<file path="src/sub_swap_defines.svh">
`ifndef SUB_SWAP_DEFINES_SVH
`define SUB_SWAP_DEFINES_SVH

// ----------------------------------------------------------------------
// instruction patterns
// ----------------------------------------------------------------------
`define SS_PAT_SUB_UNDERFLOW  16'b0011_????_????_1011
`define SS_PAT_BYTE_SWAP      16'b0110_????_????_1000
`define SS_PAT_WORD_SWAP      16'b0110_????_????_1001
`define SS_PAT_ATOMIC_SET     16'b0100_????_0001_1011
`define SS_PAT_SOFT_TRAP      16'b1100_0011_????_????
`define SS_PAT_REG_TEST       16'b0010_????_????_1000
`define SS_PAT_IMM_TEST       16'b1100_1000_????_????
`define SS_PAT_MEM_TEST       16'b1100_1100_????_????

// ----------------------------------------------------------------------
// instruction fields
// ----------------------------------------------------------------------
`define SS_DST_HI             11
`define SS_DST_LO             8
`define SS_SRC_HI             7
`define SS_SRC_LO             4
`define SS_IMM_HI             7
`define SS_IMM_LO             0

// ----------------------------------------------------------------------
// data layout and arithmetic constants
// ----------------------------------------------------------------------
`define SS_MSB                31
`define SS_BYTE0_HI           7
`define SS_BYTE0_LO           0
`define SS_BYTE1_HI           15
`define SS_BYTE1_LO           8
`define SS_HALF_LO_HI         15
`define SS_HALF_LO_LO         0
`define SS_HALF_HI_HI         31
`define SS_HALF_HI_LO         16
`define SS_BYTE_SET_MSB       8'h80
`define SS_ZERO8              8'h00
`define SS_ZERO32             32'h0000_0000
`define SS_LONG_BYTES         32'h0000_0004
`define SS_TWO_LONG_BYTES     32'h0000_0008
`define SS_INSTR_BYTES        32'h0000_0002
`define SS_VEC_SHIFT          2
`define SS_SIZE_BYTE          1'b0
`define SS_SIZE_LONG          1'b1
`define SS_IDX_NONE           4'h0

`endif

</file>
<file path="src/sub_swap_pkg.sv">
package sub_swap_pkg;

    // decoded operation kinds
    typedef enum logic [3:0] {
        op_none                = 4'b0000,
        op_subtract_underflow  = 4'b0001,
        op_byte_swap           = 4'b0010,
        op_word_swap           = 4'b0011,
        op_atomic_test_set     = 4'b0100,
        op_software_trap       = 4'b0101,
        op_logical_test        = 4'b0110,
        op_imm_test            = 4'b0111,
        op_memory_byte_test    = 4'b1000
    } op_e;

endpackage

</file>
<file path="src/op_decoder.sv">
`timescale 1ns/1ps
`include "sub_swap_defines.svh"

module op_decoder (
    // instruction word
    input  wire logic [15:0]         i_instr,
    // decoded fields
    output sub_swap_pkg::op_e        o_op,
    output logic      [3:0]          o_dst_idx,
    output logic      [3:0]          o_src_idx,
    output logic      [7:0]          o_imm
);

    // ----------------------------------------------------------------------
    // field extraction
    // ----------------------------------------------------------------------
    always_comb begin
        o_dst_idx = i_instr[`SS_DST_HI:`SS_DST_LO];
        o_src_idx = i_instr[`SS_SRC_HI:`SS_SRC_LO];
        o_imm     = i_instr[`SS_IMM_HI:`SS_IMM_LO];
    end

    // ----------------------------------------------------------------------
    // opcode match
    // ----------------------------------------------------------------------
    always_comb begin
        casez (i_instr)
            `SS_PAT_SUB_UNDERFLOW: o_op = sub_swap_pkg::op_subtract_underflow;
            `SS_PAT_BYTE_SWAP:     o_op = sub_swap_pkg::op_byte_swap;
            `SS_PAT_WORD_SWAP:     o_op = sub_swap_pkg::op_word_swap;
            `SS_PAT_ATOMIC_SET:    o_op = sub_swap_pkg::op_atomic_test_set;
            `SS_PAT_SOFT_TRAP:     o_op = sub_swap_pkg::op_software_trap;
            `SS_PAT_REG_TEST:      o_op = sub_swap_pkg::op_logical_test;
            `SS_PAT_IMM_TEST:      o_op = sub_swap_pkg::op_imm_test;
            `SS_PAT_MEM_TEST:      o_op = sub_swap_pkg::op_memory_byte_test;
            default:               o_op = sub_swap_pkg::op_none;
        endcase
    end

endmodule // op_decoder

</file>
<file path="src/sub_swap_test_trap_exec.sv">
// Notes on behaviour
// - subtract source from destination, write destination, flag set on signed underflow, one state.
// - byte swap exchanges source bits 0-7 and 8-15 into destination.
// - byte swap copies source upper halfword unchanged into destination.
// - word swap exchanges source halfwords and writes destination.
// - both swaps take one state and leave the flag alone.
// - test-and-set reads byte at destination address, flag set when byte is zero.
// - test-and-set then forces bit 7 and writes the byte back there.
// - bus stays locked from test-and-set read through its write-back.
// - test-and-set occupies four states.
// - trap stacks status word at sp-4, then return address at sp-8.
// - trap vector at vector base plus immediate times four; new counter read there.
// - stacked return address is the instruction after the trap.
// - trap takes eight states.
// - register test ANDs two registers, flag on zero, writes no register.
// - immediate test ANDs register zero with zero-extended immediate, flag on zero.
// - memory test reads byte at register zero plus global base, ANDs immediate, three states.
// - tests never write register zero or memory; register forms take one state.
// - immediate test, memory test and trap decoded from upper byte, immediate low.
// - test-and-set decoded from its sixteen-bit pattern with register field.
`timescale 1ns/1ps
`include "sub_swap_defines.svh"

module sub_swap_test_trap_exec (
    // clock and reset
    input  wire logic         i_clk_sys,
    input  wire logic         i_srst,
    // instruction issue and operands
    input  wire logic         i_issue,
    input  wire logic [15:0]  i_instr,
    input  wire logic [31:0]  i_destination_register,
    input  wire logic [31:0]  i_source_register,
    input  wire logic [31:0]  i_register_zero,
    input  wire logic [31:0]  i_stack_pointer_register,
    input  wire logic [31:0]  i_global_base_register,
    input  wire logic [31:0]  i_vector_base_register,
    input  wire logic [31:0]  i_status_word,
    input  wire logic [31:0]  i_program_counter,
    // register file write-back
    output logic              o_busy,
    output logic              o_done,
    output logic              o_reg_we,
    output logic      [3:0]   o_reg_idx,
    output logic      [31:0]  o_reg_wdata,
    output logic              o_sp_we,
    output logic      [31:0]  o_sp_wdata,
    output logic              o_pc_we,
    output logic      [31:0]  o_pc_wdata,
    output logic              o_t_we,
    output logic              o_t_value,
    // memory bus
    output logic              o_mem_req,
    output logic              o_mem_we,
    output logic              o_mem_size,
    output logic              o_mem_lock,
    output logic      [31:0]  o_mem_addr,
    output logic      [31:0]  o_mem_wdata,
    input  wire logic         i_mem_ack,
    input  wire logic [31:0]  i_mem_rdata
);

    typedef enum logic [3:0] {
        st_idle      = 4'b0000,
        st_tas_rd    = 4'b0001,
        st_tas_chk   = 4'b0010,
        st_tas_wr    = 4'b0011,
        st_tst_rd    = 4'b0100,
        st_tst_chk   = 4'b0101,
        st_trp_stat  = 4'b0110,
        st_trp_gap1  = 4'b0111,
        st_trp_ret   = 4'b1000,
        st_trp_gap2  = 4'b1001,
        st_trp_vec   = 4'b1010,
        st_trp_gap3  = 4'b1011,
        st_trp_fin   = 4'b1100
    } state_e;

    state_e             state;
    state_e             next_state;
    sub_swap_pkg::op_e  dec_op;
    logic [3:0]         dec_dst_idx;
    logic [3:0]         dec_src_idx;
    logic [7:0]         dec_imm;
    logic               take;
    logic               ack_hit;
    logic [31:0]        diff;
    logic               underflow;
    logic [31:0]        imm_zx;
    logic [7:0]         cap_byte;
    logic [7:0]         cap_imm;
    logic [31:0]        cap_sp;
    logic [31:0]        cap_vbr;
    logic [31:0]        cap_ret;
    logic [31:0]        cap_vec;

    // ----------------------------------------------------------------------
    // decode
    // ----------------------------------------------------------------------
    op_decoder u_dec (
        .i_instr   (i_instr),
        .o_op      (dec_op),
        .o_dst_idx (dec_dst_idx),
        .o_src_idx (dec_src_idx),
        .o_imm     (dec_imm)
    );

    always_comb begin
        take      = i_issue && (state == st_idle) && (dec_op != sub_swap_pkg::op_none);
        ack_hit   = o_mem_req && i_mem_ack;
        diff      = i_destination_register - i_source_register;
        underflow = (i_destination_register[`SS_MSB] != i_source_register[`SS_MSB]) &&
                    (diff[`SS_MSB] != i_destination_register[`SS_MSB]);
        imm_zx    = 32'(dec_imm);
    end

    // ----------------------------------------------------------------------
    // sequencer
    // ----------------------------------------------------------------------
    always_comb begin
        next_state = state;
        case (state)
            st_idle: begin
                if (take) begin
                    case (dec_op)
                        sub_swap_pkg::op_atomic_test_set:  next_state = st_tas_rd;
                        sub_swap_pkg::op_memory_byte_test: next_state = st_tst_rd;
                        sub_swap_pkg::op_software_trap:    next_state = st_trp_stat;
                        default:                           next_state = st_idle;
                    endcase
                end
            end
            st_tas_rd:   next_state = ack_hit ? st_tas_chk : st_tas_rd;
            st_tas_chk:  next_state = st_tas_wr;
            st_tas_wr:   next_state = ack_hit ? st_idle : st_tas_wr;
            st_tst_rd:   next_state = ack_hit ? st_tst_chk : st_tst_rd;
            st_tst_chk:  next_state = st_idle;
            st_trp_stat: next_state = ack_hit ? st_trp_gap1 : st_trp_stat;
            st_trp_gap1: next_state = st_trp_ret;
            st_trp_ret:  next_state = ack_hit ? st_trp_gap2 : st_trp_ret;
            st_trp_gap2: next_state = st_trp_vec;
            st_trp_vec:  next_state = ack_hit ? st_trp_gap3 : st_trp_vec;
            st_trp_gap3: next_state = st_trp_fin;
            st_trp_fin:  next_state = st_idle;
            default:     next_state = st_idle;
        endcase
    end

    always_ff @(posedge i_clk_sys) begin
        if (i_srst) begin
            state <= st_idle;
        end else begin
            state <= next_state;
        end
    end

    // ----------------------------------------------------------------------
    // operand capture
    // ----------------------------------------------------------------------
    always_ff @(posedge i_clk_sys) begin
        if (i_srst) begin
            cap_imm  <= `SS_ZERO8;
            cap_sp   <= `SS_ZERO32;
            cap_vbr  <= `SS_ZERO32;
            cap_ret  <= `SS_ZERO32;
            cap_byte <= `SS_ZERO8;
            cap_vec  <= `SS_ZERO32;
        end else begin
            if (take) begin
                cap_imm <= dec_imm;
                cap_sp  <= i_stack_pointer_register;
                cap_vbr <= i_vector_base_register;
                cap_ret <= i_program_counter + `SS_INSTR_BYTES;
            end
            if (ack_hit && ((state == st_tas_rd) || (state == st_tst_rd))) begin
                cap_byte <= i_mem_rdata[`SS_BYTE0_HI:`SS_BYTE0_LO];
            end
            if (ack_hit && (state == st_trp_vec)) begin
                cap_vec <= i_mem_rdata;
            end
        end
    end

    // ----------------------------------------------------------------------
    // memory bus
    // ----------------------------------------------------------------------
    always_ff @(posedge i_clk_sys) begin
        if (i_srst) begin
            o_mem_req   <= 1'b0;
            o_mem_we    <= 1'b0;
            o_mem_size  <= `SS_SIZE_BYTE;
            o_mem_lock  <= 1'b0;
            o_mem_addr  <= `SS_ZERO32;
            o_mem_wdata <= `SS_ZERO32;
        end else begin
            if (ack_hit) begin
                o_mem_req <= 1'b0;
            end
            if (take && (dec_op == sub_swap_pkg::op_atomic_test_set)) begin
                o_mem_req  <= 1'b1;
                o_mem_we   <= 1'b0;
                o_mem_size <= `SS_SIZE_BYTE;
                o_mem_lock <= 1'b1;
                o_mem_addr <= i_destination_register;
            end
            if (take && (dec_op == sub_swap_pkg::op_memory_byte_test)) begin
                o_mem_req  <= 1'b1;
                o_mem_we   <= 1'b0;
                o_mem_size <= `SS_SIZE_BYTE;
                o_mem_addr <= i_register_zero + i_global_base_register;
            end
            if (take && (dec_op == sub_swap_pkg::op_software_trap)) begin
                o_mem_req   <= 1'b1;
                o_mem_we    <= 1'b1;
                o_mem_size  <= `SS_SIZE_LONG;
                o_mem_addr  <= i_stack_pointer_register - `SS_LONG_BYTES;
                o_mem_wdata <= i_status_word;
            end
            if (state == st_tas_chk) begin
                o_mem_req   <= 1'b1;
                o_mem_we    <= 1'b1;
                o_mem_wdata <= 32'(cap_byte | `SS_BYTE_SET_MSB);
            end
            if ((state == st_tas_wr) && ack_hit) begin
                o_mem_lock <= 1'b0;
            end
            if (state == st_trp_gap1) begin
                o_mem_req   <= 1'b1;
                o_mem_addr  <= cap_sp - `SS_TWO_LONG_BYTES;
                o_mem_wdata <= cap_ret;
            end
            if (state == st_trp_gap2) begin
                o_mem_req  <= 1'b1;
                o_mem_we   <= 1'b0;
                o_mem_addr <= cap_vbr + (32'(cap_imm) << `SS_VEC_SHIFT);
            end
        end
    end

    // ----------------------------------------------------------------------
    // write-back and flag
    // ----------------------------------------------------------------------
    always_ff @(posedge i_clk_sys) begin
        if (i_srst) begin
            o_done      <= 1'b0;
            o_busy      <= 1'b0;
            o_reg_we    <= 1'b0;
            o_reg_idx   <= `SS_IDX_NONE;
            o_reg_wdata <= `SS_ZERO32;
            o_sp_we     <= 1'b0;
            o_sp_wdata  <= `SS_ZERO32;
            o_pc_we     <= 1'b0;
            o_pc_wdata  <= `SS_ZERO32;
            o_t_we      <= 1'b0;
            o_t_value   <= 1'b0;
        end else begin
            o_done   <= 1'b0;
            o_reg_we <= 1'b0;
            o_sp_we  <= 1'b0;
            o_pc_we  <= 1'b0;
            o_t_we   <= 1'b0;
            if (take) begin
                o_reg_idx <= dec_dst_idx;
                case (dec_op)
                    sub_swap_pkg::op_subtract_underflow: begin
                        o_done      <= 1'b1;
                        o_reg_we    <= 1'b1;
                        o_reg_wdata <= diff;
                        o_t_we      <= 1'b1;
                        o_t_value   <= underflow;
                    end
                    sub_swap_pkg::op_byte_swap: begin
                        o_done      <= 1'b1;
                        o_reg_we    <= 1'b1;
                        o_reg_wdata <= {i_source_register[`SS_HALF_HI_HI:`SS_HALF_HI_LO],
                                        i_source_register[`SS_BYTE0_HI:`SS_BYTE0_LO],
                                        i_source_register[`SS_BYTE1_HI:`SS_BYTE1_LO]};
                    end
                    sub_swap_pkg::op_word_swap: begin
                        o_done      <= 1'b1;
                        o_reg_we    <= 1'b1;
                        o_reg_wdata <= {i_source_register[`SS_HALF_LO_HI:`SS_HALF_LO_LO],
                                        i_source_register[`SS_HALF_HI_HI:`SS_HALF_HI_LO]};
                    end
                    sub_swap_pkg::op_logical_test: begin
                        o_done    <= 1'b1;
                        o_t_we    <= 1'b1;
                        o_t_value <= ((i_destination_register & i_source_register) == `SS_ZERO32);
                    end
                    sub_swap_pkg::op_imm_test: begin
                        o_done    <= 1'b1;
                        o_t_we    <= 1'b1;
                        o_t_value <= ((i_register_zero & imm_zx) == `SS_ZERO32);
                    end
                    default: begin
                        o_busy <= 1'b1;
                    end
                endcase
            end
            if ((state == st_tas_wr) && ack_hit) begin
                o_done    <= 1'b1;
                o_busy    <= 1'b0;
                o_t_we    <= 1'b1;
                o_t_value <= (cap_byte == `SS_ZERO8);
            end
            if (state == st_tst_chk) begin
                o_done    <= 1'b1;
                o_busy    <= 1'b0;
                o_t_we    <= 1'b1;
                o_t_value <= ((cap_byte & cap_imm) == `SS_ZERO8);
            end
            if (state == st_trp_fin) begin
                o_done     <= 1'b1;
                o_busy     <= 1'b0;
                o_sp_we    <= 1'b1;
                o_sp_wdata <= cap_sp - `SS_TWO_LONG_BYTES;
                o_pc_we    <= 1'b1;
                o_pc_wdata <= cap_vec;
            end
        end
    end

    // ----------------------------------------------------------------------
    // checks
    // ----------------------------------------------------------------------
    sub_underflow_a: assert property (
        @(posedge i_clk_sys) disable iff (i_srst)
        (take && dec_op == sub_swap_pkg::op_subtract_underflow) |=>
            o_done && o_reg_we && o_t_we &&
            o_reg_wdata == $past(i_destination_register) - $past(i_source_register) &&
            o_t_value == $past(underflow))
        else $error("subtract result or underflow flag wrong");

    byte_swap_a: assert property (
        @(posedge i_clk_sys) disable iff (i_srst)
        (take && dec_op == sub_swap_pkg::op_byte_swap) |=>
            o_reg_wdata[7:0] == $past(i_source_register[15:8]) &&
            o_reg_wdata[15:8] == $past(i_source_register[7:0]) &&
            o_reg_wdata[31:16] == $past(i_source_register[31:16]))
        else $error("byte swap result wrong");

    word_swap_a: assert property (
        @(posedge i_clk_sys) disable iff (i_srst)
        (take && dec_op == sub_swap_pkg::op_word_swap) |=>
            o_reg_wdata == {$past(i_source_register[15:0]), $past(i_source_register[31:16])})
        else $error("word swap result wrong");

    swap_flag_a: assert property (
        @(posedge i_clk_sys) disable iff (i_srst)
        (take && (dec_op == sub_swap_pkg::op_byte_swap || dec_op == sub_swap_pkg::op_word_swap)) |=>
            o_done && !o_t_we && !o_busy)
        else $error("swap touched flag or took more than one state");

    tas_lock_a: assert property (
        @(posedge i_clk_sys) disable iff (i_srst)
        (state == st_tas_rd || state == st_tas_chk || state == st_tas_wr) |-> o_mem_lock)
        else $error("bus lock dropped inside test-and-set");

    tas_write_a: assert property (
        @(posedge i_clk_sys) disable iff (i_srst)
        (state == st_tas_chk) |=>
            state == st_tas_wr && o_mem_req && o_mem_we && o_mem_wdata[7] &&
            o_mem_wdata[6:0] == $past(cap_byte[6:0]) && o_mem_addr == $past(o_mem_addr))
        else $error("test-and-set write-back wrong");

    trap_return_a: assert property (
        @(posedge i_clk_sys) disable iff (i_srst)
        (state == st_trp_ret && o_mem_req) |->
            o_mem_we && o_mem_addr == cap_sp - `SS_TWO_LONG_BYTES && o_mem_wdata == cap_ret)
        else $error("trap return address stacked wrong");

    trap_vector_a: assert property (
        @(posedge i_clk_sys) disable iff (i_srst)
        (state == st_trp_vec && o_mem_req) |->
            !o_mem_we && o_mem_addr == cap_vbr + (32'(cap_imm) << `SS_VEC_SHIFT))
        else $error("trap vector address wrong");

    reg_test_a: assert property (
        @(posedge i_clk_sys) disable iff (i_srst)
        (take && dec_op == sub_swap_pkg::op_logical_test) |=>
            o_done && o_t_we && !o_reg_we &&
            o_t_value == (($past(i_destination_register) & $past(i_source_register)) == 32'h0))
        else $error("register test flag wrong");

    mem_test_a: assert property (
        @(posedge i_clk_sys) disable iff (i_srst)
        (state == st_tst_chk) |=>
            o_done && o_t_we && !o_mem_req && o_t_value == (($past(cap_byte) & $past(cap_imm)) == 8'h00))
        else $error("memory test flag wrong");

endmodule // sub_swap_test_trap_exec

</file>
<file path="config.mk">
export PLATFORM = sky130hd
export DESIGN_NAME = sub_swap_test_trap_exec
export DESIGN_NICKNAME = d
export VERILOG_FILES = /design/src/sub_swap_pkg.sv /design/src/op_decoder.sv /design/src/sub_swap_test_trap_exec.sv
export VERILOG_INCLUDE_DIRS = /design/src /design/src/src
export SDC_FILE = /design/constraint.sdc
export NUM_CORES = 1
export LEC_CHECK = 0
export BUFFER_PORTS_ARGS = -buffer_cell sky130_fd_sc_hd__buf_2
export CAP_MARGIN = 20
export CORE_ASPECT_RATIO = 0.8
export CORE_UTILIZATION = 30
export DETAILED_ROUTE_END_ITERATION = 12
export PLACE_DENSITY = 0.6
export SETUP_SLACK_MARGIN = 0.2
export SLEW_MARGIN = 0
export SYNTH_ARGS = -nofsm -noshare
export SYNTH_HDL_FRONTEND = slang
export SYNTH_SLANG_ARGS = --single-unit
</file>
<file path="constraint.sdc">
create_clock -name i_clk_sys -period 4.05 [get_ports i_clk_sys]
set_input_delay 1.215 -clock i_clk_sys [delete_from_list [all_inputs] [get_ports i_clk_sys]]
set_output_delay 1.215 -clock i_clk_sys [all_outputs]
set_load 0.01 [all_outputs]
</file>
==> results of run 1 <==
area by class of cell:
cell class	instances	area, um2	area share, %
inverters	67	251	1.03
multi-input cells	2016	12100	49.6
flip-flops and latches	322	6450	26.4
repair buffers	573	3190	13.1
diodes	16	40.0	0.164
clock inverters	16	213	0.871
clock buffers	54	1110	4.55
well taps	840	1050	4.30
through the flow:
stage | util [%] | setup WS, ns | std cells | cell area (um2) | hold WS, ns
after floorplan | - | 0.302 | 2559 | 19400 | 0.432
after global placement | 36.5 | 0.0926 | 3818 | 23100 | 0.438
after detailed placement | 36.5 | 0.0425 | 3818 | 23100 | 0.442
after CTS | 38.6 | 0.659 | 3888 | 24400 | 0.451
after global routing | 38.6 | 0.451 | 3891 | 24400 | 0.465
final | 38.7 | 0.559 | 3904 | 24400 | 0.448
logic make-up after synthesis:
group / count (synthesis)
flip-flops: 322
buffers and inverters: 221
AND/OR/NAND/NOR: 996
AO/OA/AOI/OAI: 734
XOR/XNOR: 148
adder cells (fa/ha/maj): 108
multiplexers: 30
flip-flops by register name, indices dropped and copies added, names as in the netlist, 4 cells and up:
name and flops:
o_sp_wdata 32, state 4, cap_byte 8, o_reg_wdata 32, cap_vec 32, o_mem_addr 32, cap_ret 32, cap_sp 32
o_pc_wdata 32, cap_vbr 32, o_reg_idx 4, o_mem_wdata 32, cap_imm 8
power breakdown:
part / internal [mW] / switching, mW
clock network: 2.09 / 1.58
registers: 3.18 / 0.0108
logic: 0.489 / 0.782
total: 5.76 / 2.37
layer usage:
| metal | GRT usage, % | vias up | part of all wire (%) |
|---|---|---|---|
| met1 | 33.5 | 9847 | 43 |
| li1 | - | 10031 | - |
| met4 | 8.21 | 10 | 3.3 |
| met5 | 0 | - | 0.064 |
| met2 | 40.0 | 899 | 44 |
| met3 | 7.52 | 164 | 9.9 |
cell usage in the layout, fill, tap and decap left out, types with 46 or more instances in the layout:
master / count
nand2_1: 487
buf_2: 481
dfxtp_1: 322
a21oi_1: 281
nor2_1: 225
a211oi_1: 106
ha_1: 105
buf_4: 84
xnor2_1: 75
xor2_1: 73
inv_1: 67
nor3_1: 62
o21ai_0: 55
o21ai_1: 50
o211ai_1: 46
worst max-delay path, delay by kind of cell:
| family | cells | cell delay, ns |
|---|---|---|
| AND/OR/NAND/NOR | 3 | 0.88 |
| AO/OA/AOI/OAI | 5 | 1.26 |
| buffers and inverters | 3 | 0.55 |
worst paths after layout:
path                    end  cells past startpoint  startpoint  slack, ns
min reg2reg   o_pc_wdata[1]                      2  cap_vec[1]       0.45
max reg2reg  o_mem_addr[25]                     10  cap_imm[1]       0.81
max           o_mem_addr[3]                     11  i_instr[8]       0.56
min           o_pc_wdata[1]                      2  cap_vec[1]       0.45
==> results_dict.tcl, run 1 <==
set metrics [dict create \
    synthFlopType "dfxtp_1" \
    path_clk_slew_ns 0.06 \
    initial_core_util_pct 30.6 \
    grt_max_degree 149 \
    grt-ovfl-total 0 \
    clock-sinks 322 \
    rsz0062_at_grt "no" \
    gp_congestion 1.02 \
    synth_common_cells "nand2_1, dfxtp_1, a21oi_1, nor2_1, clkbuf_1" \
    cp_common_cell "a211oi_1" \
    die_h_um 229 \
    hold_violations 0 \
    htree_levels 2 \
    synth_area_um2 19400 \
    postCtsResizedCells 0 \
    vias_per_cell 5.37 \
    drtIter0Drc 1988 \
    post_cts_buffers 0 \
    outcome "complete, no violations" \
    antenna_found_initial 23 \
    slew_headroom_pct 29.0 \
    synth_top_area_cell "dfxtp_1" \
    cpPeakStageDelay_ns 0.55 \
    critPathRequiredTime_ns 4.48 \
    grt_usage_pct 25.6 \
    synth.top_cell.area_share_pct 33.3 \
    drv_slew 0 \
    final_min_period_over_clock_period_pct 86.2 \
    first_pass_iters 6 \
    fin_crit_ns 3.49 \
    cts_tree "built" \
    max_cap_viol_count 0 \
    fin_tns_setup_ns 0 \
    ys_ff_latch 322 \
    peakVddDrop_v 0.000260 \
    core_um2 63200 \
    antenna_left 0 \
    synth_edf_count 0 \
    worstPathArrival_ns 3.93 \
    synth_fa_ha_area_share_pct 7.09 \
    avgSynthCellArea_um2 7.57 \
    synthMuxAreaShare_pct 1.56 \
    ys_types 79 \
    post-synth-top-count-cell "nand2_1" \
    power.density_nw_per_um2 333 \
    async_reset_ff_share_pct 0 \
    timing_worst_setup_path_type "input pin to register" \
    drive_gt1_share_pct 21.6 \
    end_kind "register" \
    p_total_mw 8.12 \
    grt_pass1_vias 19477 \
    synth_nets 2975 \
    fp.dieW_um 286 \
    p_leak_nw 10.3 \
    clock_tree.root_cell "clkbuf_16" \
    clock_path_buffers 3 \
    area_delta_synth_final_pct 26.1 \
    fmax_mhz 286 \
    vias 20951 \
    nets 3435 \
    hold_buffers 0 \
    ys_seq_area_share_pct 33.3 \
    fin_skew_ns 0.0443 \
    synthXorXnorAreaFrac_pct 6.69 \
    clk_latency_ns 0.60 \
    cp_max_fo 7 \
    syn-instance-count 2559 \
    finalSetupViolCount 0 \
    rows 82 \
    ios 483 \
    tightest_slew_ns 1.06 \
    hpwl_um 68500 \
    netlist_top_cells_area "dfxtp_1, nand2_1, a21oi_1" \
    wl_per_cell_um 22.3 \
    cts_inserted_buffers 39 \
    drc 0 \
    n_fill_cell 6717 \
    synthSimpleGateAreaFrac_pct 22.9 \
    synth_top_family_by_area "compound AO/OA/AOI/OAI gates" \
    path_cells "buf_2, nor4bb_1, buf_4, nand4_1, a211oi_1, buf_4, a211oi_1, a211oi_1, a211oi_1, a21oi_1, nor2_1" \
    port_buffers 482 \
    start_kind "input pin" \
    ys_warn_count 0 \
    hold_path.class "register to register" \
    finalWirelength_um 87000 \
    slowest_stage "a211oi_1" \
    synth_compound_area_share_pct 24.1 \
    grt_pass1_wl_um 127000 \
    die-area_um2 65600 \
]
No activity file was read; power rests on OpenSTA's default activity.
==> run 2, diff against run 1 <==
==> constraint.sdc (replaced) <==
create_clock -name i_clk_sys -period 4.05 [get_ports i_clk_sys]
set_input_delay 0.2025 -clock i_clk_sys [delete_from_list [all_inputs] [get_ports i_clk_sys]]
set_output_delay 0.2025 -clock i_clk_sys [all_outputs]
set_load 0.01 [all_outputs]
==> results_dict.tcl, run 2 (same netlist as run 1, synthesis figures left out) <==
set metrics [dict create \
    slew_headroom_pct 30.7 \
    critPathRequiredTime_ns 4.46 \
    drv_slew 0 \
    core_um2 63200 \
    cp_num_buf_inv 3 \
    layout_common_cells "nand2_1, buf_2, dfxtp_1" \
    max_cap_viol_count 0 \
    antenna_found_initial 20 \
    tightest_slew_ns 1.03 \
    peakVddDrop_v 0.000273 \
    cp_max_fo 15 \
    grt_usage_pct 25.7 \
    finalWirelength_um 87200 \
    fp.dieW_um 286 \
    die-area_um2 65600 \
    cts_tree "built" \
    slowest_stage "nor4bb_1" \
    p_leak_nw 10.6 \
    ios 483 \
    setup_slack_ns 0.517 \
    post_cts_buffers 0 \
    final_min_period_over_clock_period_pct 87.2 \
    gp_congestion 0.981 \
    finalSetupViolCount 0 \
    fin_skew_ns 0.0138 \
    wl_per_cell_um 21.8 \
    clock_path_buffers 3 \
    path_clk_slew_ns 0.06 \
    clock_tree.root_cell "clkbuf_16" \
    grt_max_degree 131 \
    final_common_cell "nand2_1" \
    vias 21390 \
    drc 0 \
    port_buffers 482 \
    clk_latency_ns 0.57 \
    n_fill_cell 6717 \
    hold_violations 0 \
    htree_levels 2 \
    hold_path.class "input pin to register" \
    nets 3536 \
    drtIter0Drc 1939 \
    power.density_nw_per_um2 321 \
    grt-ovfl-total 0 \
    rr_startpoint "state[1]" \
    fmax_mhz 283 \
    dp_worst_setup_slack_ns 0.665 \
    grt_pass1_wl_um 128000 \
    critPathTopFamily "simple AND/OR/NAND/NOR gates" \
    hold_start "i_status_word[1]" \
    rsz0062_at_grt "no" \
    end_kind "register" \
    rows 82 \
    hpwl_um 66900 \
    multi_input_area_um2 12100 \
    outcome "complete, no violations" \
    regArea_um2 6450 \
    grt_pass1_vias 19997 \
    timing_worst_setup_path_type "input pin to register" \
    cts_inserted_buffers 38 \
    die_h_um 229 \
    fin_tns_setup_ns 0 \
    path_cells "dlygate4sd3_1, buf_2, nor4bb_1, nand4_1, buf_4, a221o_1, o21ai_0, o311ai_1, a22oi_1, a211oi_1" \
    postCtsResizedCells 0 \
    clock-sinks 322 \
    vias_per_cell 5.36 \
    fin_crit_ns 3.53 \
    crit_start "i_instr[10]" \
    area_delta_synth_final_pct 31.8 \
    first_pass_iters 6 \
    drive_gt1_share_pct 19.0 \
    start_kind "input pin" \
    initial_core_util_pct 30.6 \
    cpPeakStageDelay_ns 0.91 \
    worstPathArrival_ns 3.94 \
    antenna_left 0 \
]
run 2: cell types whose count changed in the layout (fill, tap and decap cells not counted), moves of 4 or more:
| cell | change |
|---|---|
| buf_12 | -4 |
| buf_4 | -55 |
| clkbuf_1 | -4 |
| diode_2 | -7 |
| dlygate4sd3_1 | +160 |
run 2: path summary, 6_finish.rpt:
| path | endpoint | slack, ns | cells after the start |
|---|---|---|---|
| worst min-delay path | o_mem_wdata[1] | 0.03 | 4 |
| worst max-delay path | o_mem_addr[25] | 0.52 | 10 |
| worst max register to register | o_mem_addr[26] | 0.82 | 10 |
| worst min register to register | o_pc_wdata[26] | 0.45 | 2 |
run 2: routing by layer:
layer / routed length (um) / global-route usage [%] / vias up / share of wire (%)
li1: - / - / 10214 / -
met1: 36600 / 33.3 / 10067 / 42
met2: 38300 / 39.9 / 919 / 44
met3: 9100 / 7.97 / 168 / 10
met4: 3050 / 8.94 / 22 / 3.5
met5: 129 / 0 / - / 0.15
run 2: what timing repair did:
item                                    4_1_cts  5_1_grt
hold buffers                                160        0
endpoints found under the setup margin        0        0
hold endpoints to repair                    166        0
run 2: cell type report:
cell class	instances	share of cell area [%]
multi-input cells	2016	47.5
clock buffers	48	4.15
repair buffers	675	16.9
well taps	840	4.12
inverters	67	0.985
clock inverters	17	0.985
diodes	9	0.0882
flip-flops and latches	322	25.3
run 2: worst reg2reg max path, stage by stage, from the launching register on:
cell      delay (ns)
dfxtp_1         0.47
nor4_1          0.52
nand2_1         0.31
a21oi_1         0.20
buf_4           0.20
or3_1           0.44
nand2_1         0.41
a221oi_1        0.36
a21oi_1         0.07
o21ai_1         0.08
o21bai_1        0.11
run 2: per-stage QoR:
| stage | cells | hold WS, ns | utilization [%] | power [mW] | cell area [um2] |
|---|---|---|---|---|---|
| 2_1_floorplan | 2559 | 0.298 | - | 3.93 | 19400 |
| 3_3_place_gp | 3759 | 0.427 | 35.7 | 4.46 | 22600 |
| 3_5_place_dp | 3759 | 0.433 | 35.7 | 4.45 | 22600 |
| 4_1_cts | 3984 | 0.000492 | 40.3 | 8.24 | 25500 |
| 5_1_grt | 3987 | 0.0344 | 40.4 | 8.47 | 25500 |
| 6_report | 3994 | 0.0294 | 40.4 | 8.19 | 25500 |
run 2: power by group:
group / total, mW / switching (mW) / internal, mW
clock: 3.64 / 1.51 / 2.13
combinational: 1.36 / 0.804 / 0.554
sequential: 3.19 / 0.0108 / 3.18
total: 8.19 / 2.33 / 5.86
==> run 3, diff against run 2 <==
Settings changed: CORE_UTILIZATION 30 to 35, PLACE_DENSITY 0.6 to 0.66.
==> results_dict.tcl, run 3 (same netlist as run 1, synthesis figures left out) <==
set metrics [dict create \
    first_pass_iters 6 \
    grt_pass1_vias 19562 \
    slew_headroom_pct 28.9 \
    peakVddDrop_v 0.000251 \
    path_cells "nor4_1, nand2_1, a21oi_1, nor3_1, nand2_1, nor2_1, a221oi_1, o21a_1, o21ai_1" \
    fp.dieW_um 265 \
    core_um2 54200 \
    final_common_cell "nand2_1" \
    pwr-share-seq_pct 38.8 \
    timing_worst_setup_path_type "register to register" \
    regArea_um2 6450 \
    r2r_slack_ns 0.75 \
    multi_input_area_um2 12100 \
    drive_gt1_share_pct 19.2 \
    area_delta_synth_final_pct 30.0 \
    nets 3515 \
    fin_skew_ns 0.0284 \
    drc 0 \
    end_kind "register" \
    drv_slew 0 \
    vias 21358 \
    post_dp_cell_area_um2 22400 \
    slowest_stage "a21oi_1" \
    grt_max_degree 91 \
    clock-sinks 322 \
    hpwl_um 63600 \
    initial_core_util_pct 35.7 \
    critPathTopFamily "simple AND/OR/NAND/NOR gates" \
    clk_latency_ns 0.56 \
    critPathRequiredTime_ns 4.50 \
    rsz0062_at_grt "no" \
    fin_crit_ns 3.30 \
    tightest_slew_ns 1.07 \
    r2r_cells 9 \
    antenna_left 0 \
    power.density_nw_per_um2 327 \
    max_cap_viol_count 0 \
    p_leak_nw 10.6 \
    pwr-share-clk_pct 45.2 \
    htree_levels 2 \
    path_clk_slew_ns 0.07 \
    cp_common_cell "nand2_1" \
    layout_common_cells "nand2_1, buf_2, dfxtp_1" \
    cts_tree "built" \
    grt-ovfl-total 0 \
    cp_num_buf_inv 0 \
    ios 483 \
    vias_per_cell 5.57 \
    start_kind "register" \
    fin_tns_setup_ns 0 \
    hold_violations 0 \
    clock_tree.root_cell "clkbuf_16" \
    n_fill_cell 5488 \
    p_sw_mw 2.26 \
    hold-path-cell-count 3 \
    wl_per_cell_um 21.5 \
    rr_startpoint "state[1]" \
    grt_usage_pct 28.2 \
    fmax_mhz 303 \
    finalCoreUtilization_pct 46.4 \
    final_min_period_over_clock_period_pct 81.6 \
    dp_cells 3624 \
    gp_congestion 1.02 \
    die_h_um 212 \
    die-area_um2 56300 \
    grt_pass1_wl_um 121000 \
    finalSetupViolCount 0 \
    hold_start "i_status_word[28]" \
    cpPeakStageDelay_ns 0.63 \
    r2r-end "o_mem_addr[29]" \
    power.share.switching_pct 27.4 \
    drtIter0Drc 2053 \
    finalWirelength_um 82500 \
    hold_path.class "input pin to register" \
    clock_path_buffers 3 \
    rows 76 \
    pwr-share-comb_pct 16.0 \
    cp_max_fo 15 \
    cts_inserted_buffers 37 \
    internal-power_mw 5.97 \
    final_cells 3832 \
    stdcell_area_um2 25200 \
    hold_path_end "o_mem_wdata[28]" \
    worstPathArrival_ns 3.75 \
    antenna_found_initial 15 \
    outcome "complete, no violations" \
    port_buffers 482 \
    p_total_mw 8.23 \
]
## run 3: cell count changes in the layout (fill, tap and decap cells not counted), sizes merged
| cell | delta |
|---|---|
| inv | +3 |
| bufinv | +3 |
| dlymetal6s2s | -1 |
| clkinvlp | -2 |
| clkbuf | -1 |
| diode | -4 |
| clkinv | -3 |
| buf | +3 |
| dlygate4sd3 | -22 |
## run 3: what timing repair did
action                     in CTS  in global routing
hold buffers                  138                  0
hold endpoints to repair      146                  0
resized for setup               0                  0
setup endpoints to repair       0                  0
buffers inserted                0                  0
## run 3: how the worst max path moves through the flow
stage	start	to	slack (ns)	cells after the start
4_1_cts	state[1]	o_mem_addr[26]	0.75	10
2_1_floorplan	i_register_zero[4]	o_mem_addr[15]	1.31	10
5_1_grt	state[1]	o_mem_addr[29]	0.54	9
3_3_place_gp	state[1]	o_mem_addr[26]	0.83	10
3_5_place_dp	state[1]	o_mem_addr[26]	0.81	10
6_report	state[1]	o_mem_addr[29]	0.75	9
## run 3: power by group through the flow
| stage | logic, mW | registers, mW | clock network, mW |
|---|---|---|---|
| final | 1.32 | 3.19 | 3.72 |
| after global routing | 1.41 | 3.19 | 3.91 |
| after CTS | 1.29 | 3.19 | 3.78 |
| after detailed placement | 1.17 | 3.26 | 0 |
| after global placement | 1.18 | 3.26 | 0 |
| after floorplan | 0.674 | 3.26 | 0 |
## run 3: layout make-up
cell class / count / area share [%]
Tap cell: 702 / 3.49
Clock buffer: 47 / 4.07
Clock inverter: 18 / 1.23
Sequential cell: 322 / 25.6
Inverter: 67 / 0.999
Timing Repair Buffer: 655 / 16.4
Antenna cell: 5 / 0.0497
Multi-Input combinational cell: 2016 / 48.2
## run 3: worst min-delay path, cell delays in order
cell,delay (ns)
buf_2,0.10
o21ai_1,0.14
a211oi_1,0.08
## run 3: layer usage
| metal | GRT usage [%] | up-vias | wire length, um |
|---|---|---|---|
| met5 | 0 | - | 107 |
| met4 | 12.8 | 18 | 3530 |
| met3 | 9.14 | 205 | 9090 |
| met2 | 43.1 | 1045 | 35900 |
| met1 | 36.0 | 9944 | 33900 |
| li1 | - | 10146 | - |
## run 3: stage by stage
| stage | setup WS [ns] | hold WS [ns] |
|---|---|---|
| after floorplan | 1.31 | 0.298 |
| after global routing | 0.543 | 0.0147 |
| after global placement | 0.829 | 0.437 |
| after detailed placement | 0.812 | 0.441 |
| final | 0.747 | 0.0255 |
| after CTS | 0.747 | 0.000154 |
